File: config.mk
export PLATFORM = sky130hd
export DESIGN_NAME = pcr_top
export DESIGN_NICKNAME = d
export VERILOG_FILES = /design/src/verilog/pcr_pkg.sv /design/src/verilog/pcr_if.sv /design/src/verilog/pcr_apb.sv /design/src/verilog/pcr_chain.sv /design/src/verilog/pcr_top.sv
export SDC_FILE = /design/constraint.sdc
export NUM_CORES = 1
export LEC_CHECK = 0
export BUFFER_PORTS_ARGS = -buffer_cell sky130_fd_sc_hd__buf_2
export CORE_MARGIN = 2
export CORE_UTILIZATION = 25
export CTS_CLUSTER_SIZE = 10
export DETAILED_ROUTE_END_ITERATION = 7
export GPL_ROUTABILITY_DRIVEN = 0
export PLACE_DENSITY = 0.53
export SKIP_LAST_GASP = 1
export SLEW_MARGIN = 20
export SYNTH_ARGS = -nofsm -noshare
export SYNTH_HDL_FRONTEND = slang
export SYNTH_HIERARCHICAL = 1
export SYNTH_SLANG_ARGS = --single-unit
File: constraint.sdc
create_clock -name pclk -period 2.3 [get_ports pclk]
set_input_delay 0.46 -clock pclk [delete_from_list [all_inputs] [get_ports pclk]]
set_output_delay 0.46 -clock pclk [all_outputs]
set_load 0.01 [all_outputs]
File: src/verilog/pcr_pkg.sv
// Purpose: Shared constants and types of the peripheral command register bank
// Assumes: APB slave, 32-bit data, one 250 MHz clock
// Notes:   Register index times four gives the byte address
// =====================================================================
package pcr_pkg;
    // =================================================================
    // Register map
    localparam logic [3:0] IDX_DIR      = 4'h0;
    localparam logic [3:0] IDX_CMD      = 4'h1;
    localparam logic [3:0] IDX_TRIG     = 4'hf;
    localparam int         ADDR_W       = 8;
    // =================================================================
    // Field layout and reset values
    localparam int         N_UNITS      = 3;
    localparam int         CMD_PRIO_LSB = 0;
    localparam int         CMD_PRIO_W   = 3;
    localparam int         CMD_RST_LSB  = 4;
    localparam int         TRIG_BIT     = 0;
    localparam logic [7:0] DIR_RESET    = 8'hff;
    localparam logic [2:0] PRIO_RESET   = 3'h0;
    // =================================================================
    // Timing
    localparam int         RECOV_CYCLES = 8;
    localparam logic [3:0] RECOV_LOAD   = 4'(RECOV_CYCLES - 2);
    // =================================================================
    // Chain orders: {third, second, first} unit index, two bits each
    localparam logic [5:0] PCR_ORDER [8] = '{6'h24, 6'h18, 6'h21, 6'h09,
                                             6'h12, 6'h06, 6'h24, 6'h24};
    typedef enum logic [1:0] {ST_IDLE, ST_RETURN, ST_RECOVER} pcr_state_t;
endpackage

File: src/verilog/pcr_if.sv
// Purpose: Carriers between the core and its register and chain helpers
// Assumes: One clock domain
// Notes:   Two interfaces, one per helper
`timescale 1ns/10ps
// =====================================================================
// Register access carrier
interface pcr_reg_if;
    logic       wr_stb;
    logic [3:0] idx;
    logic [7:0] wdata;
    logic [7:0] rdata;
    logic       block;
    modport apb  (output wr_stb, idx, wdata, input rdata, block);
    modport core (input wr_stb, idx, wdata, output rdata, block);
endinterface
// =====================================================================
// Daisy chain carrier
interface pcr_chain_if;
    logic [2:0] order;
    logic       ret_go;
    logic       force_en;
    modport chain (input order, ret_go, force_en);
    modport core  (output order, ret_go, force_en);
endinterface

File: src/verilog/pcr_apb.sv
// Purpose: APB slave front end with zero wait states
// Assumes: Only byte lane 0 carries register data
// Notes:   Read data captured in the setup cycle
`timescale 1ns/10ps
module pcr_apb
    import pcr_pkg::*;
(
    input  wire logic              pclk,    // Clock
    input  wire logic              presetn, // Async reset, low
    input  wire logic [ADDR_W-1:0] paddr,   // Byte address
    input  wire logic              psel,    // Select
    input  wire logic              penable, // Access phase
    input  wire logic              pwrite,  // Write
    input  wire logic [31:0]       pwdata,  // Write data
    input  wire logic [3:0]        pstrb,   // Byte strobes
    output logic      [31:0]       prdata,  // Read data
    output logic                   pready,  // Ready
    output logic                   pslverr, // Unmapped address
    pcr_reg_if.apb                 rif      // To core
);
    typedef struct packed {
        logic [7:0] rd;
    } pcr_apb_st_t;
    pcr_apb_st_t s_q;
    pcr_apb_st_t s_d;
    logic        mapped;

    // =================================================================
    // Decode
    assign rif.idx   = paddr[5:2];
    assign rif.wdata = pwdata[7:0];
    assign mapped    = (paddr[7:6] == 2'h0) && (paddr[1:0] == 2'h0) &&
                       (rif.idx == IDX_DIR || rif.idx == IDX_CMD ||
                        rif.idx == IDX_TRIG);
    assign rif.wr_stb = psel && penable && pwrite && pstrb[0] && mapped;
    assign pready    = 1'b1;
    assign pslverr   = psel && penable && !mapped;
    assign prdata    = {24'h0000_00, s_q.rd};

    // Read data: blocked accesses drive zero
    always_comb begin
        s_d = s_q;
        if (psel && !penable && !pwrite) begin
            s_d.rd = (rif.block || !mapped) ? 8'h00 : rif.rdata;
        end
    end

    always_ff @(posedge pclk or negedge presetn) begin
        if (!presetn) begin
            s_q <= '0;
        end else begin
            s_q <= s_d;
        end
    end
endmodule

File: src/verilog/pcr_chain.sv
// Purpose: Daisy chain order and return targeting
// Assumes: Sub-units report their in-service state
// Notes:   Return pulse is registered
`timescale 1ns/10ps
module pcr_chain
    import pcr_pkg::*;
(
    input  wire logic               pclk,       // Clock
    input  wire logic               presetn,    // Async reset, low
    input  wire logic               chain_enable_in, // Chain enable in
    input  wire logic [N_UNITS-1:0] in_service, // Unit in service
    output logic      [N_UNITS-1:0] unit_en,    // Per-unit chain enable
    output logic                    chain_enable_out, // Chain enable out
    output logic      [N_UNITS-1:0] unit_return, // Return pulse per unit
    pcr_chain_if.chain              cif         // From core
);
    typedef struct packed {
        logic [N_UNITS-1:0] ret;
    } pcr_chain_st_t;
    pcr_chain_st_t s_q;
    pcr_chain_st_t s_d;
    logic [5:0]    ord;
    logic          en_eff;

    // Enable input is overridden during a software return
    assign ord    = PCR_ORDER[cif.order];
    assign en_eff = cif.force_en ? 1'b1 : chain_enable_in;
    assign chain_enable_out = en_eff && (in_service == '0);
    assign unit_return = s_q.ret;

    // Walk positions from highest priority down
    always_comb begin
        logic          blk;
        logic          hit;
        logic [1:0]    u;
        blk     = 1'b0;
        hit     = 1'b0;
        u       = 2'h0;
        unit_en = '0;
        s_d.ret = '0;
        for (int p = 0; p < N_UNITS; p++) begin
            u = ord[2*p +: 2];
            unit_en[u] = en_eff && !blk;
            if (in_service[u]) begin
                blk = 1'b1;
                if (cif.ret_go && !hit) begin
                    s_d.ret[u] = 1'b1;
                end
                hit = 1'b1;
            end
        end
    end

    always_ff @(posedge pclk or negedge presetn) begin
        if (!presetn) begin
            s_q <= '0;
        end else begin
            s_q <= s_d;
        end
    end
endmodule

File: src/verilog/pcr_top.sv
// Purpose: Global command registers of a multi-function peripheral
// Assumes: Sub-units sit outside and take pulses and levels from here
// Notes:   Recovery lockout blocks all register accesses
`timescale 1ns/10ps
module pcr_top
    import pcr_pkg::*;
(
    input  wire logic               pclk,            // Clock
    input  wire logic               presetn,         // Async reset, low
    input  wire logic [ADDR_W-1:0]  paddr,           // APB address
    input  wire logic               psel,            // APB select
    input  wire logic               penable,         // APB enable
    input  wire logic               pwrite,          // APB write
    input  wire logic [31:0]        pwdata,          // APB write data
    input  wire logic [3:0]         pstrb,           // APB strobes
    output logic      [31:0]        prdata,          // APB read data
    output logic                    pready,          // APB ready
    output logic                    pslverr,         // APB error
    output logic      [7:0]         aux_port_oe,     // Line driven when high
    output logic      [N_UNITS-1:0] unit_reset,      // Reset pulse per unit
    output logic      [2:0]         chain_order,     // Priority order code
    input  wire logic               chain_enable_in, // Chain enable in
    input  wire logic [N_UNITS-1:0] unit_in_service, // Unit in service
    output logic      [N_UNITS-1:0] unit_chain_en,   // Per-unit enable
    output logic                    chain_enable_out, // Chain enable out
    output logic      [N_UNITS-1:0] unit_return      // Return pulse per unit
);
    typedef struct packed {
        logic [7:0]         dir;
        logic [2:0]         prio;
        logic [N_UNITS-1:0] rst;
        pcr_state_t         st;
        logic [3:0]         cnt;
    } pcr_top_st_t;
    pcr_top_st_t s_q;
    pcr_top_st_t s_d;
    logic        wr_ok;

    pcr_reg_if   rif ();
    pcr_chain_if cif ();

    // =================================================================
    // Bus front end
    pcr_apb u_apb (
        .pclk    (pclk),
        .presetn (presetn),
        .paddr   (paddr),
        .psel    (psel),
        .penable (penable),
        .pwrite  (pwrite),
        .pwdata  (pwdata),
        .pstrb   (pstrb),
        .prdata  (prdata),
        .pready  (pready),
        .pslverr (pslverr),
        .rif     (rif)
    );

    // =================================================================
    // Daisy chain
    pcr_chain u_chain (
        .pclk             (pclk),
        .presetn          (presetn),
        .chain_enable_in  (chain_enable_in),
        .in_service       (unit_in_service),
        .unit_en          (unit_chain_en),
        .chain_enable_out (chain_enable_out),
        .unit_return      (unit_return),
        .cif              (cif)
    );

    // =================================================================
    // Outputs
    assign rif.block    = (s_q.st != ST_IDLE);
    assign wr_ok        = rif.wr_stb && !rif.block;
    assign cif.order    = s_q.prio;
    assign cif.ret_go   = (s_q.st == ST_RETURN);
    assign cif.force_en = rif.block;
    assign unit_reset   = s_q.rst;
    assign chain_order  = s_q.prio;

    // Direction bit one means input, so the driver is off
    for (genvar i = 0; i < 8; i++) begin : g_dir
        assign aux_port_oe[i] = !s_q.dir[i];
    end

    // Read mux; reset bits and trigger register read zero
    always_comb begin
        case (rif.idx)
            IDX_DIR: rif.rdata = s_q.dir;
            IDX_CMD: rif.rdata = {5'h00, s_q.prio};
            default: rif.rdata = 8'h00;
        endcase
    end

    // =================================================================
    // Register and sequencer next state
    always_comb begin
        s_d     = s_q;
        s_d.rst = '0;
        if (wr_ok && rif.idx == IDX_DIR) begin
            s_d.dir = rif.wdata;
        end
        if (wr_ok && rif.idx == IDX_CMD) begin
            s_d.prio = rif.wdata[CMD_PRIO_LSB +: CMD_PRIO_W];
            s_d.rst  = rif.wdata[CMD_RST_LSB +: N_UNITS];
        end
        case (s_q.st)
            ST_IDLE: begin
                if (wr_ok && rif.idx == IDX_TRIG && rif.wdata[TRIG_BIT]) begin
                    s_d.st = ST_RETURN;
                end
            end
            ST_RETURN: begin
                s_d.st  = ST_RECOVER;
                s_d.cnt = RECOV_LOAD;
            end
            ST_RECOVER: begin
                if (s_q.cnt == 4'h0) begin
                    s_d.st = ST_IDLE;
                end else begin
                    s_d.cnt = s_q.cnt - 4'h1;
                end
            end
            default: begin
                s_d.st = ST_IDLE;
            end
        endcase
    end

    // State register
    always_ff @(posedge pclk or negedge presetn) begin
        if (!presetn) begin
            s_q.dir  <= DIR_RESET;
            s_q.prio <= PRIO_RESET;
            s_q.rst  <= '0;
            s_q.st   <= ST_IDLE;
            s_q.cnt  <= 4'h0;
        end else begin
            s_q <= s_d;
        end
    end
endmodule

* After elaboration in Yosys (flattened, before gate mapping) *
Memory sizes are Yosys's and may differ from the RTL's.
Index checks and enable logic that the tools add are counted.

cells by class
  add/sub/neg operators = 1
  $mul = 0
  divide/modulo/power cells = 0
  $lt $le $gt $ge = 7
  equal/unequal tests = 7
  shift-type cells = 0
  mux-type cells = 33
  bitwise operators = 4
  reduce and logical (&&, ||, !) cells = 49

operator list
  kind                                                                                 number
  1-bit logical AND                                                                    22
  3-bit two-way mux                                                                    7
  8-bit case mux with 2 select lines                                                   1
  1-bit zero test                                                                      14
  6-bit two-way mux                                                                    2
  2-bit by 3-bit less-than comparator with 1-bit output, second input constant         3
  1-bit two-way mux                                                                    9
  4-bit zero test                                                                      2
  8-bit two-way mux                                                                    1
  4-bit case mux with 2 select lines                                                   1
  1-bit binary-select mux with 2-bit select                                            3
  3-bit bitwise mux                                                                    2
  1-bit demux with 2-bit select                                                        3
  2-bit by 1-bit greater-or-equal comparator with 1-bit output, second input constant  3
  2-bit zero test                                                                      3
  2-bit != test, second input constant                                                 3
  3-bit OR                                                                             2
  2-bit case mux with 3 select lines                                                   1
  4-bit by 1-bit == test with 1-bit output, second input constant                      1
  4-bit == test, second input constant                                                 1
  4-bit greater-or-equal comparator, second input constant                             1
  2-bit two-way mux                                                                    2
  4-bit two-way mux                                                                    1
  3-bit inverter with 4-bit output                                                     1
  8 further kinds                                                                      12

word-level totals
  flip-flop bits (word level) = 31
  bits in latches = 0
  RAM bits = 0
  bits in read-only memories = 48
  input port bits = 53
  output and inout port bits = 55
  memories kept = 1

memories
  name              depth  bits a word  rd ports  clocked after Yosys merged registers in  wr ports  RTL line         source
  (name not given)  8      6            1         0                                        0         pcr_chain.sv:26  assign ord = PCR_ORDER[cif.order];

* Longest topological paths before layout *
Gate-level depths: netlist of the first run.

  depth in word-level cells = 16
  depth in mapped cells = 7
  gate-level depth less buffers = 6

* Hierarchy *
The synthesis of the first run kept the hierarchy.

by module, submodules not included
  module     instances  cells each  area each (um2)  seq. area each (um2)
  pcr_top    1          101         1,088.5          510.5
  pcr_apb    1          74          696.9            200.2
  pcr_chain  1          48          371.6            75.1

* Worst setup path after synthesis of the first run *
No wires, ideal clock.

  path type = input to register
  start = input port paddr[7]
  end = register s_q (netlist bit chain_order[0])
  data arrival time = 2.479 ns
  data required time = 2.175 ns
  path slack = -0.304 ns
  cell stages on the path = 5
  path buffers = 1
  cell sequence = or4_4 -> a2111oi_0 -> and4_1 -> buf_6 -> mux2_4

between the ends
  cells in the longest elaborated chain, start to end = 6

ends and longest elaborated chain
  item                             RTL line        source
  from (decl)                      pcr_top.sv:10   input wire logic [ADDR_W-1:0] paddr,
  2-bit zero test                  pcr_apb.sv:32   assign mapped = (paddr[7:6] == 2'h0) && (paddr[1:0] == 2'h0) &&
  1-bit logical AND (2 in series)  pcr_apb.sv:32
  1-bit logical AND                pcr_apb.sv:35   assign rif.wr_stb = psel && penable && pwrite && pstrb[0] && mapped;
  via rif.wr_stb                   pcr_if.sv:8     logic wr_stb;
  1-bit logical AND                pcr_top.sv:75   assign wr_ok = rif.wr_stb && !rif.block;
  1-bit logical AND                pcr_top.sv:104  if (wr_ok && rif.idx == IDX_CMD) begin
  to (decl)                        pcr_top.sv:35   pcr_top_st_t s_q;

The timed path passes the listed nets, and every way through them passes these cells.
A chain may end at the register's enable or synchronous reset.

* Final worst setup path of the first run *
  start = register s_q (netlist bit chain_order[2])
  end = output port unit_chain_en[1]

between the ends
  cells in the longest elaborated chain, start to end = 11
  elaborated cells on any way between the ends = 32

ends and longest elaborated chain
  item                                                                                                       RTL line                          source
  3-bit inverter with 4-bit output (not written as such) *                                                   pcr_chain.sv:26
  memory read 8 x 6 bit *                                                                                    -
  6-bit two-way mux (not written as such) * (2 in series)                                                    pcr_chain.sv:26
  2-bit by 3-bit less-than comparator with 1-bit output (not written as such), or another cell as far along  pcr_chain.sv:43                   unit_en[u] = en_eff && !blk;
  1-bit logical AND / 1-bit two-way mux (equally long branches)                                              pcr_chain.sv:43, pcr_chain.sv:44
  1-bit two-way mux (on tied branches)                                                                       pcr_chain.sv:43, pcr_chain.sv:44
  1-bit demux with 2-bit select, or another cell as far along                                                -
  3-bit bitwise AND (no line), or another cell as far along                                                  -
  3-bit bitwise mux / 1-bit logical AND (equally long branches)                                              pcr_chain.sv:43
  3-bit bitwise mux *                                                                                        pcr_chain.sv:43
  to (decl)                                                                                                  pcr_top.sv:24                     output logic [N_UNITS-1:0] unit_chain_en,

Mark *: on every way between the ends. The rest lies on a longest branch, timed or not. The select of a mux whose other input is x is not followed.

==> results by group, run 1 <==
STA
  – Period Utilization, post-route: 1.02
  – Fin worst setup slack: -41.5 ps
  – Sum of negative setup slack: -41.5 ps
  – Unrepaired setup endpoints after global routing: yes
  – Slew margin rel.: 0.524
  – Finish-stage setup viols: 1
  – Worst Hold Margin: ~220 ps
  – Transition time at the pin with the least slew margin: 715 ps
  – Final period demand of the worst path: around 2300 ps
  – Pins Over Slew Limit: 0
  – Final hold vios: 0
  – Achievable clock frequency: roughly 0.43 GHz
  – Worst clock skew on the final layout: roughly 7.6 ps

Critical path
  – Crit start category: flop
  – Critical path startpoint: chain_order[2]
  – Terminus of the critical flop-to-flop path: chain_order[1]
  – Critical path fanouts, max: 3
  – Slowest cell delay on critical path: roughly 400 ps
  – Crit Reg-Reg Startpoint: s_q[5]
  – Cell Chain, Critical Path: inv_2, ha_4, mux2i_4, o21ai_2, or3_1, a21oi_2, buf_2
  – Slack of the worst reg-to-reg path: approximately 700 ps
  – Crit Path Class: reg2out
  – Category of the worst setup path capture point: output pin
  – WP data required: about 1800 ps
  – Cell at the slowest stage of the critical path: sky130_fd_sc_hd__dfrtp_1
  – Crit path DAT: 1880 ps
  – Worst R2R Path Depth: 4

GRT
  – Overall routing resource usage: 0.105
  – Antenna violations before repair: 0
  – Maximum number of pins on one net before global-route repair: 32
  – Via count of the first global-routing pass: 1684
  – Aggregate global routing overflow: 0
  – Global-route wire length before repair: approximately 8000 um

Yosys
  – Most used flip-flop cell after synthesis: sky130_fd_sc_hd__dfrtp_1
  – Most instantiated library cell after synthesis: sky130_fd_sc_hd__buf_4
  – Netlist area before placement: roughly 2200 um^2
  – Proportion of netlist area held by the largest area contributor: 0.267
  – Per-instance average area after synthesis: between 9 and 10 um^2
  – Post-synth top area cell: sky130_fd_sc_hd__dfrtp_1
  – Synthesis warning total: 6
  – Top cells by instance count after synthesis: sky130_fd_sc_hd__buf_4 (43), sky130_fd_sc_hd__dfrtp_1 (23), sky130_fd_sc_hd__inv_1 (15)
  – Fraction of synthesis flops using an asynchronous set or reset pin: 1.00
  – Number of enable-type register cells in the synthesized netlist: 0
  – Sequential cell area fraction in the yosys report: 0.364
  – Top post-synthesis cells by area: sky130_fd_sc_hd__dfrtp_1 (27%), sky130_fd_sc_hd__buf_4 (15%), sky130_fd_sc_hd__dfstp_2 (9.7%)
  – Cell variety after synth: 51
  – Synthesis-stage register bit count: 31
  – Gate count of the mapped netlist: 223

Floorplanning
  – Floorplan core area: between 8000 and 9000 um^2
  – Area enclosed by the die boundary: ~9400 um^2
  – Vert. Die Dim: approximately 97 um
  – Number of standard-cell rows in the floorplan: 33
  – Number of placed I/O pins: between 100 and 150
  – Effective utilization at floorplan: 0.260
  – Die width: slightly below 100 um

Power and ir drop
  – Leak: 1.21 nW
  – Peak supply drop: just over 0.2 mV
  – Internal power contribution: 805 uW
  – Switching power: 304 uW
  – Sw Share: 0.274
  – Clock group share of total power: 0.393
  – Power density over the cells: ~430 nW/um^2
  – Register share of total power: 0.498
  – Part of the total power dissipated in combinational logic: 0.109

Placement
  – DPL Wire Length: approximately 3500 um
  – Placed standard-cell area: between 2000 and 2500 um^2
  – Port bufs: 55
  – Worst slack, placed: 22.6 ps

Drt
  – Vias per Instance: 4.37
  – Via count of the routed design: between 1500 and 2000
  – Total wire length after detailed routing: between 4000 and 5000 um
  – Iteration-0 DRC Markers: 75
  – Antenna Violating Nets Remaining: 0
  – Number of iterations in the first detailed-routing pass: 4
  – Detail-routed net length per standard cell: 12.3 um
  – Number of remaining DRC errors: 0

Job
  – Number of max-cap violations: 0

CTS
  – Clock-pin slew on the worst setup and hold paths: approximately 70 ps
  – Total number of H-tree levels: 2
  – Buffers from clock root to sink, at most: 2
  – Source-to-sink clock delay at the later pin of the worst-skew pair: about 290 ps
  – Clock buffers created by TritonCTS: 5
  – Clock tree root driver cell: sky130_fd_sc_hd__clkbuf_8
  – Clock sink total: 31
  – TritonCTS clock tree: built

Final layout
  – Post-route core utilization: 0.310
  – Final instance area: 2570 um^2
  – Final nets: 331
  – Share of post-route cells with drive strength above 1: 0.429
  – Synth-to-layout area growth: 19.4%
  – Antenna diode instance count: 0

Status
  – Violated checks: setup timing
  – Result of the run: complete, but fails checks

Min path
  – Worst hold path class: in2async
[flip-flops by register name (all words and copies together) (netlist names)]
| signal | count |
|---|---|
| s_q | 14 |
| u_apb/s_q | 8 |
| chain_order | 3 |
| u_chain/unit_return | 3 |
| unit_reset | 3 |
[through the flow]
step | cells | power [mW]
global placement | 371 | 0.680
floorplan | 246 | 0.667
finish | 380 | 1.11
detailed placement | 371 | 0.681
CTS | 380 | 1.13
global route | 380 | 1.17
[kinds of logic (layout without fill, tap and decap cells)]
group                      count (synthesis)  count (layout)  synth area share
AOI/OAI and AO/OA                         40              40             0.136
DFF                                       31              31             0.364
buffers and inverters                     66              95             0.195
other                                      2              25           0.00348
xor gates and xnor gates                   1               1           0.00406
and+or+nand+nor                           63              63             0.187
muxes                                     16              16            0.0858
adders and majority gates                  4               4            0.0232
[worst max-delay path by stage]
stage,to
CTS,unit_chain_en[2]
global placement,chain_order[2]
global route,unit_chain_en[1]
floorplan,unit_chain_en[1]
detailed placement,chain_order[1]
finish,unit_chain_en[1]
[power groups by stage]
stage	Combinational, mW	Clock, mW	Sequential [mW]
6_report	0.121	0.436	0.552
5_1_grt	0.136	0.480	0.553
4_1_cts	0.121	0.458	0.552
3_5_place_dp	0.120	0	0.561
3_3_place_gp	0.118	0	0.561
2_1_floorplan	0.107	0	0.561
[area by class of cell]
class                      instances  area (um^2)
inverter                          15         56.3
sequential                        31          787
tap                              105          131
clock buffer                       6         72.6
multi-input combinational        149         1100
fill                             882         5720
clock inverter                     2         12.5
timing repair buffer              72          414
[cells in the final DEF (no fill, tap or decap), types with 2 or more instances in the layout]
cell type,n
sky130_fd_sc_hd__conb_1,25
sky130_fd_sc_hd__nor2b_1,12
sky130_fd_sc_hd__o21ai_0,8
sky130_fd_sc_hd__a31oi_1,3
sky130_fd_sc_hd__nand3b_1,3
sky130_fd_sc_hd__or3_1,3
sky130_fd_sc_hd__clkbuf_8,5
sky130_fd_sc_hd__nand4_1,2
sky130_fd_sc_hd__a31o_1,8
sky130_fd_sc_hd__a22oi_1,2
sky130_fd_sc_hd__inv_1,14
sky130_fd_sc_hd__nand3_1,4
sky130_fd_sc_hd__ha_4,3
sky130_fd_sc_hd__nor3b_1,2
sky130_fd_sc_hd__nand2_1,6
sky130_fd_sc_hd__mux2_2,8
sky130_fd_sc_hd__nand2b_1,2
sky130_fd_sc_hd__dfstp_2,8
sky130_fd_sc_hd__o2bb2ai_1,2
sky130_fd_sc_hd__buf_4,14
sky130_fd_sc_hd__and2_2,3
sky130_fd_sc_hd__nor3b_2,2
sky130_fd_sc_hd__a21o_1,2
sky130_fd_sc_hd__mux2_4,3
sky130_fd_sc_hd__dfrtp_1,22
sky130_fd_sc_hd__nor3_1,6
sky130_fd_sc_hd__buf_2,55
sky130_fd_sc_hd__mux2i_1,4
sky130_fd_sc_hd__nor2_1,9
sky130_fd_sc_hd__buf_6,3
sky130_fd_sc_hd__a21oi_1,4
[critical path, delay by kind of cell, from the launching register on]
kind / cells / cell delay (ps)
multiplexers: 1 / 250
flip-flops: 1 / 400
AND/OR/NAND/NOR: 1 / 350
AO/OA/AOI/OAI: 2 / 210
buffers and inverters: 2 / 230
adder cells (fa/ha/maj): 1 / 160
[timing repair]
| item | in CTS | in global routing |
|---|---|---|
| pin swaps | 0 | 1 |
| hold buffers | 0 | 0 |
| setup buffers | 1 | 0 |
| resized for setup | 7 | 7 |
| endpoints found under the setup margin | 3 | 3 |
[routing by layer]
metal  track usage  share of wire
met5             0              0
met4        0.0325          0.012
met3        0.0455          0.096
met2         0.166           0.46
met1         0.128           0.43
Power figures use the tool's default switching activity.
==> inputs of run 2 (changes only) <==
Settings changed: PLACE_DENSITY 0.53 to 0.51.
Clock period 2.3 ns to 2.9 ns, I/O delays scaled along.
==> run 2 against run 1 <==
Compared with the run above:
- the flow now finishes without violations
- power shrank 14%
- first-iteration DRC count decreased by 6.7%
- critical path depth unchanged
- die area is the same
- setup slack improved by 210 ps
- utilization down 1.7 points
- hold slack better by 150 ps
- combinational power is 28% lower
- global-route usage is 0.80 points lower
- non-clock buffer count fell by 12
- largest cell class unchanged
==> results by group, run 2 (synthesis results as in run 1) <==
Final layout
  – Register containing the most flip-flops in the final layout: s_q
  – Synth-to-layout area growth: 12.9%
  – Top library cells by usage in the layout, fill and taps aside: sky130_fd_sc_hd__buf_2 (55), sky130_fd_sc_hd__conb_1 (25), sky130_fd_sc_hd__dfrtp_1 (23)
  – Top flop regs: s_q: 14 flops, u_apb/s_q: 8 flops
  – Commonest non-fill, non-tap cell in the layout: sky130_fd_sc_hd__buf_2
  – Share of post-route cells with drive strength above 1: 0.373 (-0.0565)
  – Final instance area: 2430 um^2 (-5.4%)
  – Final nets: 319 (-3.6%)
  – Max reg flops: 14 (unchanged)
  – Final cell count without fillers: 368 (-3.2%)
  – Antenna diode instance count: 0 (unchanged)

Drt
  – Number of iterations in the first detailed-routing pass: 4 (unchanged)
  – Total wire length after detailed routing: 4500 um (-4.1%)
  – Via count of the routed design: 1582 (-4.8%)
  – Number of remaining DRC errors: 0 (unchanged)
  – Detail-routed net length per standard cell: 12.2 um (-1.0%)
  – Vias per Instance: 4.30 (-1.7%)
  – Antenna Violating Nets Remaining: 0 (unchanged)
  – Iteration-0 DRC Markers: 70 (-6.7%)

Critical path
  – Crit start category: flop
  – Crit path DAT: 2150 ps (+270 ps)
  – Worst R2R Path Depth: 3 (-1)
  – Terminus of the critical flop-to-flop path: chain_order[2]
  – Slack of the worst reg-to-reg path: 1240 ps (+540 ps)
  – CP delay by family, top: flip-flops
  – Critical path buffer and inverter count: 2 (unchanged)
  – WP depth: 7 (unchanged)
  – Crit Reg-Reg Startpoint: s_q[5]
  – Cell at the slowest stage of the critical path: sky130_fd_sc_hd__dfrtp_1
  – Critical path fanouts, max: 7 (+4)
  – Critical path startpoint: chain_order[2]
  – Crit Path Class: reg2out
  – WP data required: 2320 ps (+480 ps)
  – Timing endpoint of the critical path: unit_chain_en[1]
  – Slowest cell delay on critical path: 380 ps (-20 ps)
  – Cell Chain, Critical Path: inv_1, ha_1, mux2i_1, o21ai_2, or3_1, a21oi_1, buf_2
  – Category of the worst setup path capture point: output pin

STA
  – Unrepaired setup endpoints after global routing: no
  – Final period demand of the worst path: 2730 ps
  – Sum of negative setup slack: 0 ps (+41.5 ps)
  – Slew margin rel.: 0.507 (-0.0161)
  – Transition time at the pin with the least slew margin: 739 ps (+24.2 ps)
  – Worst clock skew on the final layout: 5.18 ps (-2.47 ps)
  – Period Utilization, post-route: 0.941
  – Finish-stage setup viols: 0 (-1)
  – Achievable clock frequency: 0.366 GHz
  – Worst Hold Margin: 362 ps (+147 ps)
  – Final hold vios: 0 (unchanged)
  – Pins Over Slew Limit: 0 (unchanged)

Power and ir drop
  – Power density over the cells: 392 nW/um^2 (-9.0%)
  – Internal power contribution: 720 uW (-11%)
  – Part of the total power dissipated in combinational logic: 0.091 (-0.018)
  – Register share of total power: 0.458 (-0.040)
  – Sw Share: 0.245 (-0.0286)
  – Clock group share of total power: 0.450 (+0.057)
  – Leak: 1.17 nW (-4.0%)
  – Peak supply drop: 0.194 mV (-4.6%)
  – Switching power: 234 uW (-23%)
  – Pwr Total: 954 uW (-14%)

Min path
  – Worst hold path class: in2async

CTS
  – Number of buffers added for setup after CTS: 0 (-1)
  – Total number of H-tree levels: 2 (unchanged)
  – Post-cts gate resize count: 0 (-7)
  – Clock sink total: 31 (unchanged)
  – Clock-pin slew on the worst setup and hold paths: 70 ps (about the same)
  – Buffers from clock root to sink, at most: 2 (unchanged)
  – Count of hold-fix buffers inserted at cts: 0 (unchanged)
  – Source-to-sink clock delay at the later pin of the worst-skew pair: 280 ps (about the same)
  – Clock tree root driver cell: sky130_fd_sc_hd__clkbuf_8
  – Clock buffers created by TritonCTS: 5 (unchanged)
  – TritonCTS clock tree: built

Job
  – Number of max-cap violations: 0 (unchanged)

GRT
  – Via count of the first global-routing pass: 1545 (-8.3%)
  – Global-route wire length before repair: 7560 um (-5.6%)
  – Aggregate global routing overflow: 0 (unchanged)
  – Overall routing resource usage: 0.0966 (-0.00800)
  – Antenna violations before repair: 0 (unchanged)
  – Maximum number of pins on one net before global-route repair: 32 (unchanged)

Placement
  – Port bufs: 55 (unchanged)
  – Post-Place Cells: 360 (-3.0%)
  – Placed standard-cell area: 2320 um^2 (-3.8%)
  – DPL Wire Length: 3400 um (-3.7%)

Floorplanning
  – Area enclosed by the die boundary: 9390 um^2 (unchanged)
  – Effective utilization at floorplan: 0.260 (unchanged)
  – Floorplan core area: 8300 um^2 (unchanged)
  – Vert. Die Dim: 96.9 um (unchanged)
  – Number of placed I/O pins: 108 (unchanged)
  – Die width: 96.9 um (unchanged)
  – Number of standard-cell rows in the floorplan: 33 (unchanged)

Status
  – Result of the run: finished, final reports clean
## run 2: metal layers
metal	GRT usage	share of wire	routed length [um]	vias to the layer above
li1	-	-	-	776
met1	0.130	0.47	2130	745
met2	0.148	0.44	1990	59
met3	0.0390	0.081	362	2
met4	0.0163	0.0029	13	0
met5	0	0	0	-
## run 2: layout make-up
class | count | area, um^2
multi-input cells | 149 | 1040
clock buffers | 5 | 68.8
repair buffers | 60 | 313
well taps | 105 | 131
inverters | 15 | 56.3
clock inverters | 3 | 43.8
flip-flops and latches | 31 | 786
fillers | 909 | 5860
## run 2: power groups by stage
stage	clock (mW)	combinational [mW]	sequential (mW)
final	0.430	0.0870	0.437
after global routing	0.463	0.0978	0.438
after CTS	0.445	0.0882	0.437
after detailed placement	0	0.0881	0.445
after global placement	0	0.0874	0.445
after floorplan	0	0.0834	0.445
## run 2: worst min path at each step
stage	cells past startpoint	end	start	slack, ps
after floorplan	0	chain_order[0]	presetn	280
after global placement	1	s_q[1]	s_q[1]	540
after detailed placement	1	s_q[1]	s_q[1]	540
after CTS	1	unit_reset[2]	presetn	380
after global routing	1	unit_reset[2]	presetn	410
final	1	unit_reset[1]	presetn	360
## run 2: worst register-to-register path, delay by kind of cell, from the launching register on
kind / cells / cell delay, ps
simple gates: 2 / 720
flops: 1 / 500
mux: 1 / 330
## run 2: per-stage QoR
| stage | setup WS [ps] | utilization |
|---|---|---|
| 2_1_floorplan | 176 | - |
| 3_3_place_gp | 269 | 0.280 |
| 4_1_cts | 180 | 0.293 |
| 5_1_grt | 8.62 | 0.293 |
| 6_report | 170 | 0.293 |
| 3_5_place_dp | 237 | 0.280 |
